<file path="src/common/port_ctrl_pkg.sv">
// Shared constants and types of the per-port priority and tag control block
package port_ctrl_pkg;

    // ------------------------------------------------------------------
    // Sizes
    // ------------------------------------------------------------------
    localparam int NUM_PORTS    = 4;
    localparam int PORT_IDX_W   = 2;
    localparam int ADDR_W       = 8;
    localparam int DATA_W       = 8;
    localparam int PRIO_W       = 2;
    localparam int VID_W        = 12;
    localparam int VID_HI_W     = 4;

    // ------------------------------------------------------------------
    // Register offsets
    // ------------------------------------------------------------------
    localparam logic [NUM_PORTS-1:0][ADDR_W-1:0] CTRL_ADDR =
        {8'h50, 8'h30, 8'h20, 8'h10};
    localparam logic [ADDR_W-1:0] QSPLIT_HI_ADDR = 8'h60;
    localparam logic [ADDR_W-1:0] VID_LO_BASE    = 8'h64;
    localparam logic [ADDR_W-1:0] VID_HI_BASE    = 8'h68;
    localparam logic [ADDR_W-1:0] VID_STEP       = 8'h08;

    // ------------------------------------------------------------------
    // Control register fields
    // ------------------------------------------------------------------
    localparam int DSCP_EN_BIT    = 6;
    localparam int PCP_EN_BIT     = 5;
    localparam int DEF_PRIO_MSB   = 4;
    localparam int DEF_PRIO_LSB   = 3;
    localparam int TAG_INS_BIT    = 2;
    localparam int TAG_REM_BIT    = 1;
    localparam int QSPLIT_LO_BIT  = 0;

    localparam logic [DATA_W-1:0]   CTRL_WMASK  = 8'h7f;
    localparam logic [DATA_W-1:0]   CTRL_RESET  = 8'h00;
    localparam logic [NUM_PORTS-1:0] QHI_RESET  = 4'h0;
    localparam logic [VID_W-1:0]    VID_RESET   = 12'h001;
    localparam logic [DATA_W-1:0]   RD_UNMAPPED = 8'h00;
    localparam logic [PRIO_W-1:0]   PRIO_ZERO   = 2'h0;

    // ------------------------------------------------------------------
    // Queue split codes
    // ------------------------------------------------------------------
    typedef enum logic [1:0] {
        QM_SINGLE = 2'b00,
        QM_TWO    = 2'b01,
        QM_FOUR   = 2'b10,
        QM_RSVD   = 2'b11
    } queue_mode_type;

endpackage : port_ctrl_pkg

</file>
<file path="src/rtl/port_priority_tag_control.sv">
// Per-port priority classification, tag edit and queue split control
// How it works
// - DiffServ enable bit lets a port classify ingress frames by code point.
// - 802.1p enable bit lets a port classify ingress frames by tag priority.
// - Two-bit default priority applies when classifiers are off or miss.
// - All may be on; DiffServ and 802.1p results OR'ed replace default.
// - Tag insertion adds a tag to frames that arrived untagged.
// - Tag insertion never adds a second tag to frames that arrived tagged.
// - Inserted tag carries the ingress port default VLAN id.
// - Tag removal strips the tag from frames that arrived tagged.
// - Tag removal leaves frames that arrived untagged unchanged.
// - Queue split code is companion bit 1 above control bit 0.
// - Code 10 gives four queues, 01 two queues, 11 is reserved.
// - Code 00 gives one queue with no priority ordering.
// - One control register per port at 0x10, 0x20, 0x30 and 0x50.
`timescale 1ns/1ps

module port_priority_tag_control #(
    parameter int NUM_PORTS = port_ctrl_pkg::NUM_PORTS
) (
    input  wire logic                                ref_clk,
    input  wire logic                                rst_n,
    input  wire logic [port_ctrl_pkg::ADDR_W-1:0]    reg_addr,
    input  wire logic [port_ctrl_pkg::DATA_W-1:0]    reg_wdata,
    input  wire logic                                reg_wr,
    input  wire logic                                reg_rd,
    output logic      [port_ctrl_pkg::DATA_W-1:0]    reg_rdata,
    input  wire logic                                cls_valid,
    input  wire logic [port_ctrl_pkg::PORT_IDX_W-1:0] cls_port,
    input  wire logic                                cls_dscp_hit,
    input  wire logic [port_ctrl_pkg::PRIO_W-1:0]    cls_dscp_prio,
    input  wire logic                                cls_pcp_hit,
    input  wire logic [port_ctrl_pkg::PRIO_W-1:0]    cls_pcp_prio,
    output logic                                     cls_done,
    output logic      [port_ctrl_pkg::PRIO_W-1:0]    cls_prio,
    input  wire logic                                eg_valid,
    input  wire logic [port_ctrl_pkg::PORT_IDX_W-1:0] eg_port,
    input  wire logic [port_ctrl_pkg::PORT_IDX_W-1:0] eg_ingress_port,
    input  wire logic                                eg_rx_tagged,
    input  wire logic [port_ctrl_pkg::PRIO_W-1:0]    eg_prio,
    output logic                                     eg_done,
    output logic                                     eg_insert_tag,
    output logic                                     eg_strip_tag,
    output logic      [port_ctrl_pkg::VID_W-1:0]     eg_vid,
    output port_ctrl_pkg::queue_mode_type            eg_queue_mode,
    output logic      [port_ctrl_pkg::PRIO_W-1:0]    eg_queue_sel,
    output logic                                     eg_code_reserved
);

    // ------------------------------------------------------------------
    // Storage
    // ------------------------------------------------------------------
    logic [port_ctrl_pkg::DATA_W-1:0] ctrl_q     [NUM_PORTS];
    logic [port_ctrl_pkg::VID_W-1:0]  vid_q      [NUM_PORTS];
    logic [NUM_PORTS-1:0]             qsplit_hi_q;
    logic [NUM_PORTS-1:0]             ctrl_hit;
    logic [NUM_PORTS-1:0]             vid_lo_hit;
    logic [NUM_PORTS-1:0]             vid_hi_hit;
    logic [port_ctrl_pkg::DATA_W-1:0] rd_term    [NUM_PORTS];
    logic [port_ctrl_pkg::DATA_W-1:0] rd_ports;
    logic [port_ctrl_pkg::DATA_W-1:0] rd_word;
    logic                             qsplit_hit;
    logic                             any_hit;

    // ------------------------------------------------------------------
    // Address decode and per-port registers
    // ------------------------------------------------------------------
    assign qsplit_hit = (reg_addr == port_ctrl_pkg::QSPLIT_HI_ADDR);

    genvar p;
    generate
        for (p = 0; p < NUM_PORTS; p++)
        begin : g_port
            localparam logic [port_ctrl_pkg::ADDR_W-1:0] VLO =
                port_ctrl_pkg::ADDR_W'(port_ctrl_pkg::VID_LO_BASE
                    + p * port_ctrl_pkg::VID_STEP);
            localparam logic [port_ctrl_pkg::ADDR_W-1:0] VHI =
                port_ctrl_pkg::ADDR_W'(port_ctrl_pkg::VID_HI_BASE
                    + p * port_ctrl_pkg::VID_STEP);

            assign ctrl_hit[p]   = (reg_addr == port_ctrl_pkg::CTRL_ADDR[p]);
            assign vid_lo_hit[p] = (reg_addr == VLO);
            assign vid_hi_hit[p] = (reg_addr == VHI);

            assign rd_term[p] =
                ({port_ctrl_pkg::DATA_W{ctrl_hit[p]}} & ctrl_q[p])
                | ({port_ctrl_pkg::DATA_W{vid_lo_hit[p]}}
                   & vid_q[p][port_ctrl_pkg::DATA_W-1:0])
                | ({port_ctrl_pkg::DATA_W{vid_hi_hit[p]}}
                   & {{(port_ctrl_pkg::DATA_W-port_ctrl_pkg::VID_HI_W){1'b0}},
                      vid_q[p][port_ctrl_pkg::VID_W-1:port_ctrl_pkg::DATA_W]});

            // Control register, storm bit not held
            always_ff @(posedge ref_clk or negedge rst_n)
            begin
                if (!rst_n)
                    ctrl_q[p] <= port_ctrl_pkg::CTRL_RESET;
                else if (reg_wr && ctrl_hit[p])
                    ctrl_q[p] <= reg_wdata & port_ctrl_pkg::CTRL_WMASK;
            end

            // Default VLAN id, low and high bytes
            always_ff @(posedge ref_clk or negedge rst_n)
            begin
                if (!rst_n)
                    vid_q[p] <= port_ctrl_pkg::VID_RESET;
                else if (reg_wr && vid_lo_hit[p])
                    vid_q[p][port_ctrl_pkg::DATA_W-1:0] <= reg_wdata;
                else if (reg_wr && vid_hi_hit[p])
                    vid_q[p][port_ctrl_pkg::VID_W-1:port_ctrl_pkg::DATA_W] <=
                        reg_wdata[port_ctrl_pkg::VID_HI_W-1:0];
            end

            // Companion upper split bit
            always_ff @(posedge ref_clk or negedge rst_n)
            begin
                if (!rst_n)
                    qsplit_hi_q[p] <= port_ctrl_pkg::QHI_RESET[p];
                else if (reg_wr && qsplit_hit)
                    qsplit_hi_q[p] <= reg_wdata[p];
            end
        end
    endgenerate

    // ------------------------------------------------------------------
    // Read path
    // ------------------------------------------------------------------
    always_comb
    begin
        rd_ports = '0;
        for (int i = 0; i < NUM_PORTS; i++)
            rd_ports = rd_ports | rd_term[i];
    end

    assign any_hit = (|ctrl_hit) | (|vid_lo_hit) | (|vid_hi_hit) | qsplit_hit;
    assign rd_word = !any_hit ? port_ctrl_pkg::RD_UNMAPPED
                   : qsplit_hit
                   ? {{(port_ctrl_pkg::DATA_W-NUM_PORTS){1'b0}}, qsplit_hi_q}
                   : rd_ports;

    always_ff @(posedge ref_clk or negedge rst_n)
    begin
        if (!rst_n)
            reg_rdata <= port_ctrl_pkg::RD_UNMAPPED;
        else if (reg_rd)
            reg_rdata <= rd_word;
        else
            reg_rdata <= port_ctrl_pkg::RD_UNMAPPED;
    end

    // ------------------------------------------------------------------
    // Ingress classification
    // ------------------------------------------------------------------
    logic [port_ctrl_pkg::DATA_W-1:0] cls_ctrl;
    logic                             dscp_use;
    logic                             pcp_use;
    logic [port_ctrl_pkg::PRIO_W-1:0] dscp_val;
    logic [port_ctrl_pkg::PRIO_W-1:0] pcp_val;
    logic [port_ctrl_pkg::PRIO_W-1:0] def_prio;
    logic [port_ctrl_pkg::PRIO_W-1:0] cls_prio_d;

    assign cls_ctrl   = ctrl_q[cls_port];
    assign dscp_use   = cls_ctrl[port_ctrl_pkg::DSCP_EN_BIT] & cls_dscp_hit;
    assign pcp_use    = cls_ctrl[port_ctrl_pkg::PCP_EN_BIT] & cls_pcp_hit;
    assign dscp_val   = dscp_use ? cls_dscp_prio : port_ctrl_pkg::PRIO_ZERO;
    assign pcp_val    = pcp_use ? cls_pcp_prio : port_ctrl_pkg::PRIO_ZERO;
    assign def_prio   = cls_ctrl[port_ctrl_pkg::DEF_PRIO_MSB:
                                 port_ctrl_pkg::DEF_PRIO_LSB];
    assign cls_prio_d = (dscp_use | pcp_use) ? (dscp_val | pcp_val)
                                             : def_prio;

    always_ff @(posedge ref_clk or negedge rst_n)
    begin
        if (!rst_n)
        begin
            cls_done <= 1'b0;
            cls_prio <= port_ctrl_pkg::PRIO_ZERO;
        end
        else
        begin
            cls_done <= cls_valid;
            if (cls_valid)
                cls_prio <= cls_prio_d;
        end
    end

    // ------------------------------------------------------------------
    // Egress tag edit and queue split
    // ------------------------------------------------------------------
    logic [port_ctrl_pkg::DATA_W-1:0] eg_ctrl;
    logic                             insert_d;
    logic                             strip_d;
    port_ctrl_pkg::queue_mode_type    mode_d;
    logic [port_ctrl_pkg::PRIO_W-1:0] qsel_d;

    assign eg_ctrl  = ctrl_q[eg_port];
    assign insert_d = eg_ctrl[port_ctrl_pkg::TAG_INS_BIT] & ~eg_rx_tagged;
    assign strip_d  = eg_ctrl[port_ctrl_pkg::TAG_REM_BIT] & eg_rx_tagged;
    assign mode_d   = port_ctrl_pkg::queue_mode_type'(
        {qsplit_hi_q[eg_port], eg_ctrl[port_ctrl_pkg::QSPLIT_LO_BIT]});
    assign qsel_d   = (mode_d == port_ctrl_pkg::QM_FOUR) ? eg_prio
                    : (mode_d == port_ctrl_pkg::QM_TWO)
                    ? {1'b0, eg_prio[port_ctrl_pkg::PRIO_W-1]}
                    : port_ctrl_pkg::PRIO_ZERO;

    always_ff @(posedge ref_clk or negedge rst_n)
    begin
        if (!rst_n)
        begin
            eg_done          <= 1'b0;
            eg_insert_tag    <= 1'b0;
            eg_strip_tag     <= 1'b0;
            eg_vid           <= '0;
            eg_queue_mode    <= port_ctrl_pkg::QM_SINGLE;
            eg_queue_sel     <= port_ctrl_pkg::PRIO_ZERO;
            eg_code_reserved <= 1'b0;
        end
        else
        begin
            eg_done <= eg_valid;
            if (eg_valid)
            begin
                eg_insert_tag    <= insert_d;
                eg_strip_tag     <= strip_d;
                eg_vid           <= vid_q[eg_ingress_port];
                eg_queue_mode    <= mode_d;
                eg_queue_sel     <= qsel_d;
                eg_code_reserved <= (mode_d == port_ctrl_pkg::QM_RSVD);
            end
        end
    end

endmodule : port_priority_tag_control

</file>
<file path="config.mk">
export PLATFORM = sky130hd
export DESIGN_NAME = port_priority_tag_control
export DESIGN_NICKNAME = d
export VERILOG_FILES = /design/src/common/port_ctrl_pkg.sv /design/src/rtl/port_priority_tag_control.sv
export SDC_FILE = /design/constraint.sdc
export NUM_CORES = 1
export LEC_CHECK = 0
export ABC_AREA = 1
export BUFFER_PORTS_ARGS = -buffer_cell sky130_fd_sc_hd__clkbuf_2
export CORE_ASPECT_RATIO = 0.6
export CORE_MARGIN = 4
export CORE_UTILIZATION = 55
export DETAILED_ROUTE_END_ITERATION = 12
export PLACE_DENSITY_LB_ADDON = 0.08
export SLEW_MARGIN = 20
export SYNTH_ARGS = -nofsm -noshare
export SYNTH_HDL_FRONTEND = slang
export SYNTH_SLANG_ARGS = --single-unit
</file>
<file path="constraint.sdc">
create_clock -name ref_clk -period 3.12 [get_ports ref_clk]
set_input_delay 0.156 -clock ref_clk [delete_from_list [all_inputs] [get_ports ref_clk]]
set_output_delay 0.156 -clock ref_clk [all_outputs]
set_load 0.1 [all_outputs]
</file>
# Word level (Yosys, flattened, before mapping)
# Index checks and enable logic that the tools add are counted.
word_totals:
  output_inout_bits: 31
  word_cells: 125
  rom_bits: 0
  mem_bits_rw: 0
  latchBits: 0
  memories: 0
  in_bits: 37
  reg_bits: 111
op_classes:
  reduce_logical: 20
  n_div: 0
  multipliers: 0
  eq_ne: 16
  bitwise_logic: 40
  magnitude_cmp: 4
  muxes: 19
  shift: 0
  addsub: 0
op_table:
  columns: ["operator", "n"]
  rows:
  - ["$or A8 B8 Y8", 11]
  - ["$eq A8 B7 Y1 const B", 9]
  - ["$and A8 B4 Y8", 4]
  - ["$and A8 B7 Y8", 4]
  - ["$and A8 B8 Y8", 4]
  - ["$bmux W8 S2", 2]
  - ["$bmux W12 S2", 1]
  - ["$mux W12", 2]
  - ["$mux W8", 3]
  - ["$eq A8 B6 Y1 const B", 2]
  - ["$mux W7", 2]
  - ["$logic_and A1 B1 Y1", 13]
  - ["$reduce_or A4 Y1", 3]
  - ["$ge A3 B3 Y1 const B", 3]
  - ["$not A2 Y3", 3]
  - ["$eq A8 B5 Y1 const B", 1]
  - ["$eq A8 B8 Y1 const B", 1]
  - ["$mux W2", 4]
  - ["$reduce_and A2 Y1", 4]
  - ["$mux W3", 2]
  - ["$not A1 Y1", 5]
  - ["$and A1 B1 Y1", 4]
  - ["$eq A2 B2 Y1 const B", 2]
  - ["$or A1 B1 Y1", 4]
  - ["other kinds (5)", 6]

# Longest topological paths before layout
# Gate-level depths: netlist (run 1).
depth:
  word_depth: 10
  mapped_depth: 11
  depth_no_buf: 10

# Least setup slack after synthesis (run 1)
# Ideal clock, no wire load.
synth_path:
  kind: "register to register"
  from: "reg, netlist name eg_queue_sel[0]"
  to: "reg eg_queue_sel[0] in the netlist's numbering"
  synth_period_minus_slack_ps: 1231
  t_arrival_ps: 1149
  path_buffers: 0
  required_time_ps: 3038
  setup_ps: 82
  setup_slack_ps: 1889
  path_stages_with_launch: 3
  cell_sequence: "dfrtp_1 > nor2_1 > a31oi_1"
synth_rtl:
  columns: ["element", "line", "source"]
  rows:
  - ["to (signal assigned)", "port_priority_tag_control.sv:215", "eg_queue_sel <= port_ctrl_pkg::PRIO_ZERO;"]
  - ["to (signal assigned)", "port_priority_tag_control.sv:227", "eg_queue_sel <= qsel_d;"]
  - ["to (decl)", "port_priority_tag_control.sv:46", "output logic [port_ctrl_pkg::PRIO_W-1:0] eg_queue_sel,"]

# Final worst setup path (run 1)
layout_path:
  from: "in reg_addr[0] in the netlist's numbering"
  to: "reg vid_q[31] in the netlist's numbering"
layout_via:
  elab_chain_cells: 2
layout_rtl:
  columns: ["element", "line", "source"]
  rows:
  - ["from (decl)", "port_priority_tag_control.sv:23", "input wire logic [port_ctrl_pkg::ADDR_W-1:0] reg_addr,"]
  - ["$eq A8 B7 Y1", "port_priority_tag_control.sv:82", "assign vid_lo_hit[p] = (reg_addr == VLO);"]
  - ["$logic_and A1 B1 Y1", "port_priority_tag_control.sv:107", "else if (reg_wr && vid_lo_hit[p])"]
  - ["to (signal, indexed assignment)", "port_priority_tag_control.sv:106", "vid_q[p] <= port_ctrl_pkg::VID_RESET;"]
  - ["to (signal, indexed assignment)", "port_priority_tag_control.sv:108", "vid_q[p][port_ctrl_pkg::DATA_W-1:0] <= reg_wdata;"]
  - ["to (signal, indexed assignment)", "port_priority_tag_control.sv:110", "vid_q[p][port_ctrl_pkg::VID_W-1:port_ctrl_pkg::DATA_W] <="]
  - ["to (decl)", "port_priority_tag_control.sv:54", "logic [port_ctrl_pkg::VID_W-1:0] vid_q [NUM_PORTS];"]
# No other way between the ends.
# A chain may end at the register's enable or synchronous reset.

==> summary.txt, run 1 <==
Synthesis
  – #FFs+latches synth: 111
  – Most numerous cell in the Yosys netlist: nand2_1
  – Synth top area share: between 40% and 50%
  – Yosys top cell by area: dfrtp_1
  – Top_reg_cell synth: dfrtp_1
  – Asr flop ratio synth: 100%
  – Synthesized area: 5720 um2
  – Synth cell types: 30
  – Yosys warning count: 0
  – EDFF count, synth: 0
  – Sequential area share after synthesis: between 40% and 50%
  – Avg Synthesized Cell Area: 7.66 um2
  – Mapped Cells: approximately 750
  – Syn nets: around 780
  – Ranking of synthesized cells by area: dfrtp_1 47%, nand2_1 12%, o21ai_0 7.8%, nand3_1 6.1%, nor2_1 5.6%
  – Most instantiated cells after synthesis: 185 x nand2_1, 107 x dfrtp_1, 89 x o21ai_0

Cells and area
  – Area grow syn2layout: 12.6%
  – Ant. Diodes: 0
  – Share of post-route cells with drive strength above 1: 15.5%
  – Fin nets: 837

STA
  – Setup TNS: 0 ns
  – Fmax: approximately 0.69 GHz
  – Slew headroom: a little over half
  – Final setup fails: 0
  – Tmin final: ~1.5 ns
  – Worst slew pin tran: 0.692 ns
  – Fin worst setup slack: approximately 1.7 ns
  – Fin. max-slew vios: 0
  – RSZ-0062 raised after global routing: false
  – Clk_skew: approximately 0.0076 ns
  – Endpoints failing hold: 0
  – Final period util: 46.8%

Route
  – Initial DRC Count: 460
  – Via count: 5325
  – Avg Vias per Cell: roughly 5.7
  – Wire per inst: roughly 17 um
  – Met2 wire length: approximately 6700 um
  – Wire length on met1: 7570 um
  – DRT Wirelength: 15800 um
  – Post-route ant nets: 0
  – Top layer in use: met4
  – DRT Pass-1 Iters: 6
  – Number of remaining DRC errors: 0
  – Wire length on met3: around 1300 um

Job
  – Maximum Capacitance Violations: 0

Clock tree
  – CTS root buffer: clkbuf_16
  – CTS tree: yes
  – H-tree lvl count: 3
  – Clock latency on the worst-skew pair: 0.35 ns
  – Clk buf depth: 2
  – Num CTS Buffers: 9
  – Clk sinks: 111
  – Post-CTS Setup Repair Bufs: 0
  – Clock transition at the registers of the reported paths: 0.07 ns

Global routing
  – Pin count of the biggest net entering global routing: between 60 and 70
  – First-pass GRT wire length: 26100 um
  – Vias in the first global route: slightly above 5000
  – Initial antenna violation count: 0
  – Gr ovfl total: 0
  – GRT Overall Usage: a little over a quarter

Die
  – Rows: 28
  – CORE AREA: roughly 10000 um2
  – Die width: between 100 and 150 um
  – Initial core utilization: a little under three fifths
  – Die Footprint: approximately 12000 um2
  – Die Y: 87.0 um
  – I/O pins: just under 70

Power
  – VDD IR-drop max: 0.000298 V
  – Power Dens Cells: approximately 500 nW/um2
  – Leak: about 3.2 nW

Setup path
  – CP Data Required Time: around 3.3 ns
  – Crit path DAT: ~1.7 ns
  – Crit-path cells: clkbuf_2 -> inv_1 -> nand2_2 -> nor2_2 -> nand2_1 -> nor2_2 -> o21ai_0
  – Crit path max-delay family: simple AND/OR/NAND/NOR gates
  – Setup crit end kind: flip-flop
  – Buffers and inverters on the worst path: 2
  – Worst path slowest cell: nor2_2
  – Crit path largest cell delay: 0.45 ns
  – CP most frequent cell: nor2_2
  – Kind of critical path: in2reg
  – Worst Setup Start Kind: input pin
  – CP Max Fanout: 16

Placement
  – Number of port buffers: 67
  – GP Congestion: 0.925
  – DP Worst Slack: 1.30 ns
  – Detailed Place HPWL: approximately 12000 um

Status
  – Outcome: finished, final reports clean

Hold path
  – HP Class: in2reg
logic make-up after synthesis:
| group | synth area share, % |
|---|---|
| compound gates | 14.8 |
| flops | 48.7 |
| buf+inv | 7.24 |
| simple gates | 29.1 |
| mux | 0.197 |
placed cells by master (no fill, tap or decap), drive strengths merged:
cell / count
nor4: 1
nand2: 192
o22ai: 2
dfrtp: 107
clkbuf: 76
or2: 4
inv: 75
bufinv: 1
a21oi: 17
nor2: 100
dlygate4sd3: 2
dfstp: 4
buf: 3
clkinv: 3
nand4: 6
mux2: 1
o21a: 7
a31oi: 13
nand3: 73
o21ai: 109
a32o: 1
o211ai: 8
final timing paths:
path,startpoint,endpoint,slack (ns),depth (start not counted)
worst min-delay path,eg_prio[0],eg_queue_sel[0],0.04,3
worst max-delay path,reg_addr[0],vid_q[31],1.66,7
min in group asynchronous,rst_n,eg_vid[8],0.35,2
max in group asynchronous,rst_n,vid_q[24],1.98,3
worst min register to register,eg_queue_sel[1],eg_queue_sel[1],0.48,2
worst max register to register,ctrl_q[14],cls_prio[1],1.80,7
report_power, final:
group	total (mW)	internal [mW]	switching, mW
registers	1.59	1.53	0.0644
logic	0.531	0.111	0.420
clock network	1.18	0.649	0.533
sequential cells by signal, summed over array words and instances, names as in the netlist:
signal / cells
cls_done: 1
cls_prio: 2
ctrl_q: 28
eg_code_reserved: 1
eg_done: 1
eg_insert_tag: 1
eg_queue_mode: 2
eg_queue_sel: 2
eg_strip_tag: 1
eg_vid: 12
qsplit_hi_q: 4
reg_rdata: 8
vid_q: 48
worst register-to-register path: cells and delay by family, from the launching register on:
| kind | cells | cell delay [ns] |
|---|---|---|
| AO/OA/AOI/OAI | 2 | 0.45 |
| flip-flops | 1 | 0.39 |
| AND/OR/NAND/NOR | 5 | 0.37 |
layer usage:
layer  vias up  track usage [%]
met1      2549             40.8
met4         0             5.63
met3        20             6.20
li1       2539                -
met2       217             41.0
met5         -                0
metrics by stage:
stage	hold WS (ns)	total power, mW	util (%)	area (um2)	cells
2_1_floorplan	-0.140	1.98	-	5720	746
3_3_place_gp	0.192	2.13	61.2	6110	922
3_5_place_dp	0.202	2.15	61.2	6110	922
4_1_cts	0.0302	3.32	64.5	6440	940
5_1_grt	0.0517	3.44	64.5	6440	940
6_report	0.0353	3.31	64.5	6440	940
cell type report:
class,instances,area (um2)
tap,135,169
inverter,73,274
fill,887,3550
clock inverter,6,66.3
multi-input combinational,534,2520
timing repair buffer,71,385
sequential,111,2780
clock buffer,10,239
what timing repair did:
item | CTS | global route
gates resized for setup | 0 | 0
hold buffers | 2 | 0
hold endpoints to repair | 46 | 0
Note: power is estimated with default switching activity, not from simulation.
==> run 2: changes to the inputs <==
- CORE_UTILIZATION: 55 -> 53
- clock period: 3.12 -> 1.3 ns (I/O delays scaled with it)
==> summary.txt, run 2 (synthesis results as in run 1) <==
Route
  – Avg Vias per Cell: 5.50 (-3.0%)
  – Number of remaining DRC errors: 0 (unchanged)
  – DRT Wirelength: 16300 um (+3.7%)
  – Post-route ant nets: 0 (unchanged)
  – Via count: 5514 (+3.5%)
  – Initial DRC Count: 561 (+22%)
  – DRT Pass-1 Iters: 5 (-1)
  – Wire per inst: 16.3 um (-2.8%)

Power
  – VDD IR-drop max: 0.000752 V (+150%)
  – Power Dens Cells: 1140 nW/um2 (+120%)
  – Leak: 3.48 nW (+9.8%)

Setup path
  – Setup crit end kind: primary output
  – Crit path largest cell delay: 0.47 ns (+0.02 ns)
  – CP Data Required Time: 1.24 ns (-2.09 ns)
  – Critical R2R Capture: eg_queue_sel[0]
  – Kind of critical path: reg2out
  – RR Startpoint: ctrl_q[24]
  – Worst path slowest cell: clkbuf_2
  – Buffers and inverters on the worst path: 1 (-1)
  – R2r setup slk: 0.15 ns (-1.65 ns)
  – Reg2reg path depth: 7 (unchanged)
  – Worst Setup Start Kind: flip-flop
  – Crit path max-delay family: buffers and inverters
  – Critical path depth in cells: 1 (-6)
  – Crit-path cells: clkbuf_2
  – Crit path DAT: 1.19 ns (-0.48 ns)
  – CP Max Fanout: 1 (-15)

STA
  – Fin worst setup slack: 0.0408 ns (-1.62 ns)
  – Tmin final: between 1 and 1.5 ns
  – Worst slew pin tran: 0.549 ns (-0.143 ns)
  – Fin. max-slew vios: 0 (unchanged)
  – Fmax: between 0.7 and 0.8 GHz
  – Final period util: a little over nine tenths
  – Clk_skew: 0.00800 ns (+0.000420 ns)
  – RSZ-0062 raised after global routing: false
  – Endpoints failing hold: 0 (unchanged)
  – Slew headroom: 63.6% (+9.7 points)
  – Final setup fails: 0 (unchanged)

Hold path
  – Hold_sp: reg_wdata[2]
  – Endpoint of the worst hold path: vid_q[2]
  – Hold Crit Depth: 3 (unchanged)
  – HP Class: in2reg

Cells and area
  – Most frequent cells in the layout: 185 x nand2_1, 107 x dfrtp_1, 87 x o21ai_0, 85 x nor2_1, 70 x nand3_1
  – Fin nets: 896 (+7.0%)
  – Biggest regs: vid_q: 48 flops, ctrl_q: 28 flops, eg_vid: 12 flops
  – Ant. Diodes: 0 (unchanged)
  – Area grow syn2layout: 22.8%
  – Post-Layout Cell Count: 1003 (+6.7%)
  – Max reg flops: 48 (unchanged)
  – Biggest register: vid_q
  – Commonest non-fill, non-tap cell in the layout: nand2_1
  – Share of post-route cells with drive strength above 1: 20.4% (+4.8 points)

Die
  – CORE AREA: 10600 um2 (+5.8%)
  – I/O pins: 68 (unchanged)
  – Die Y: 88.5 um (+1.7%)
  – Die width: 142 um (+1.8%)
  – Rows: 29 (+3.6%)
  – Initial core utilization: 54.2% (-3.1 points)
  – Die Footprint: 12600 um2 (+3.5%)

Job
  – Maximum Capacitance Violations: 0 (unchanged)

Clock tree
  – Num CTS Buffers: 9 (unchanged)
  – Clk buf depth: 2 (unchanged)
  – Post-CTS Setup Repair Bufs: 0 (unchanged)
  – Clk sinks: 111 (unchanged)
  – CTS root buffer: clkbuf_16
  – CTS tree: yes
  – H-tree lvl count: 3 (unchanged)
  – Clock latency on the worst-skew pair: 0.35 ns (about the same)
  – Clock transition at the registers of the reported paths: 0.07 ns (about the same)

Global routing
  – Initial antenna violation count: 0 (unchanged)
  – Vias in the first global route: 5246 (+3.7%)
  – Pin count of the biggest net entering global routing: 59 (-12%)
  – Gr ovfl total: 0 (unchanged)
  – GRT Overall Usage: 27.5% (+0.32 points)
  – First-pass GRT wire length: 26900 um (+2.9%)

Placement
  – Number of port buffers: 67 (unchanged)
  – GP Congestion: 0.962 (+4.0%)
  – Dpl cells: 976 (+5.9%)
  – Detailed Place HPWL: 12400 um (+6.7%)
  – DP Worst Slack: -0.173 ns (-1.48 ns)

Status
  – Outcome: finished, final reports clean
-- run 2: what timing repair did --
item / CTS / global route
hold buffers: 11 / 0
hold endpoints to repair: 129 / 0
resized for setup: 0 / 4
setup endpoints to repair: 0 / 2
-- run 2: layout make-up --
cell class                      count  area [um2]
Fill cell                         923        3540
Sequential cell                   111        2780
Multi-Input combinational cell    534        2530
Timing Repair Buffer              130         963
Inverter                           73         274
Clock buffer                       10         229
Tap cell                          139         174
Clock inverter                      6        70.1
-- run 2: worst max-delay path by stage --
stage,to,from
after floorplan,eg_queue_sel[0],eg_queue_sel[0]
final,reg_rdata[3],reg_rdata[3]
after global placement,ctrl_q[18],reg_addr[1]
after global routing,reg_rdata[2],reg_rdata[2]
after CTS,cls_prio[0],ctrl_q[13]
after detailed placement,ctrl_q[26],reg_addr[1]
-- run 2: report_power, final --
group	switching, mW	internal (mW)
combinational	1.02	0.365
sequential	0.154	3.67
clock	1.27	1.51
-- run 2: routing by layer --
metal	track usage (%)	part of all wire [%]	routed length [um]
met5	0	0	0
met4	6.45	1.4	229
met3	5.29	7.9	1290
met2	40.8	42	6920
met1	42.0	48	7900
-- run 2: metrics by stage --
stage,utilization (%),power [mW],setup TNS [ns],hold slack (ns),instance area (um2)
after detailed placement,62.6,5.24,-4.38,-0.106,6610
after global routing,66.5,8.35,0,0.0161,7020
after global placement,62.6,5.21,-2.21,-0.110,6610
after floorplan,-,4.75,0,-0.231,5720
after CTS,66.4,8.04,0,0.000814,7010
final,66.5,8.00,0,0.00592,7020
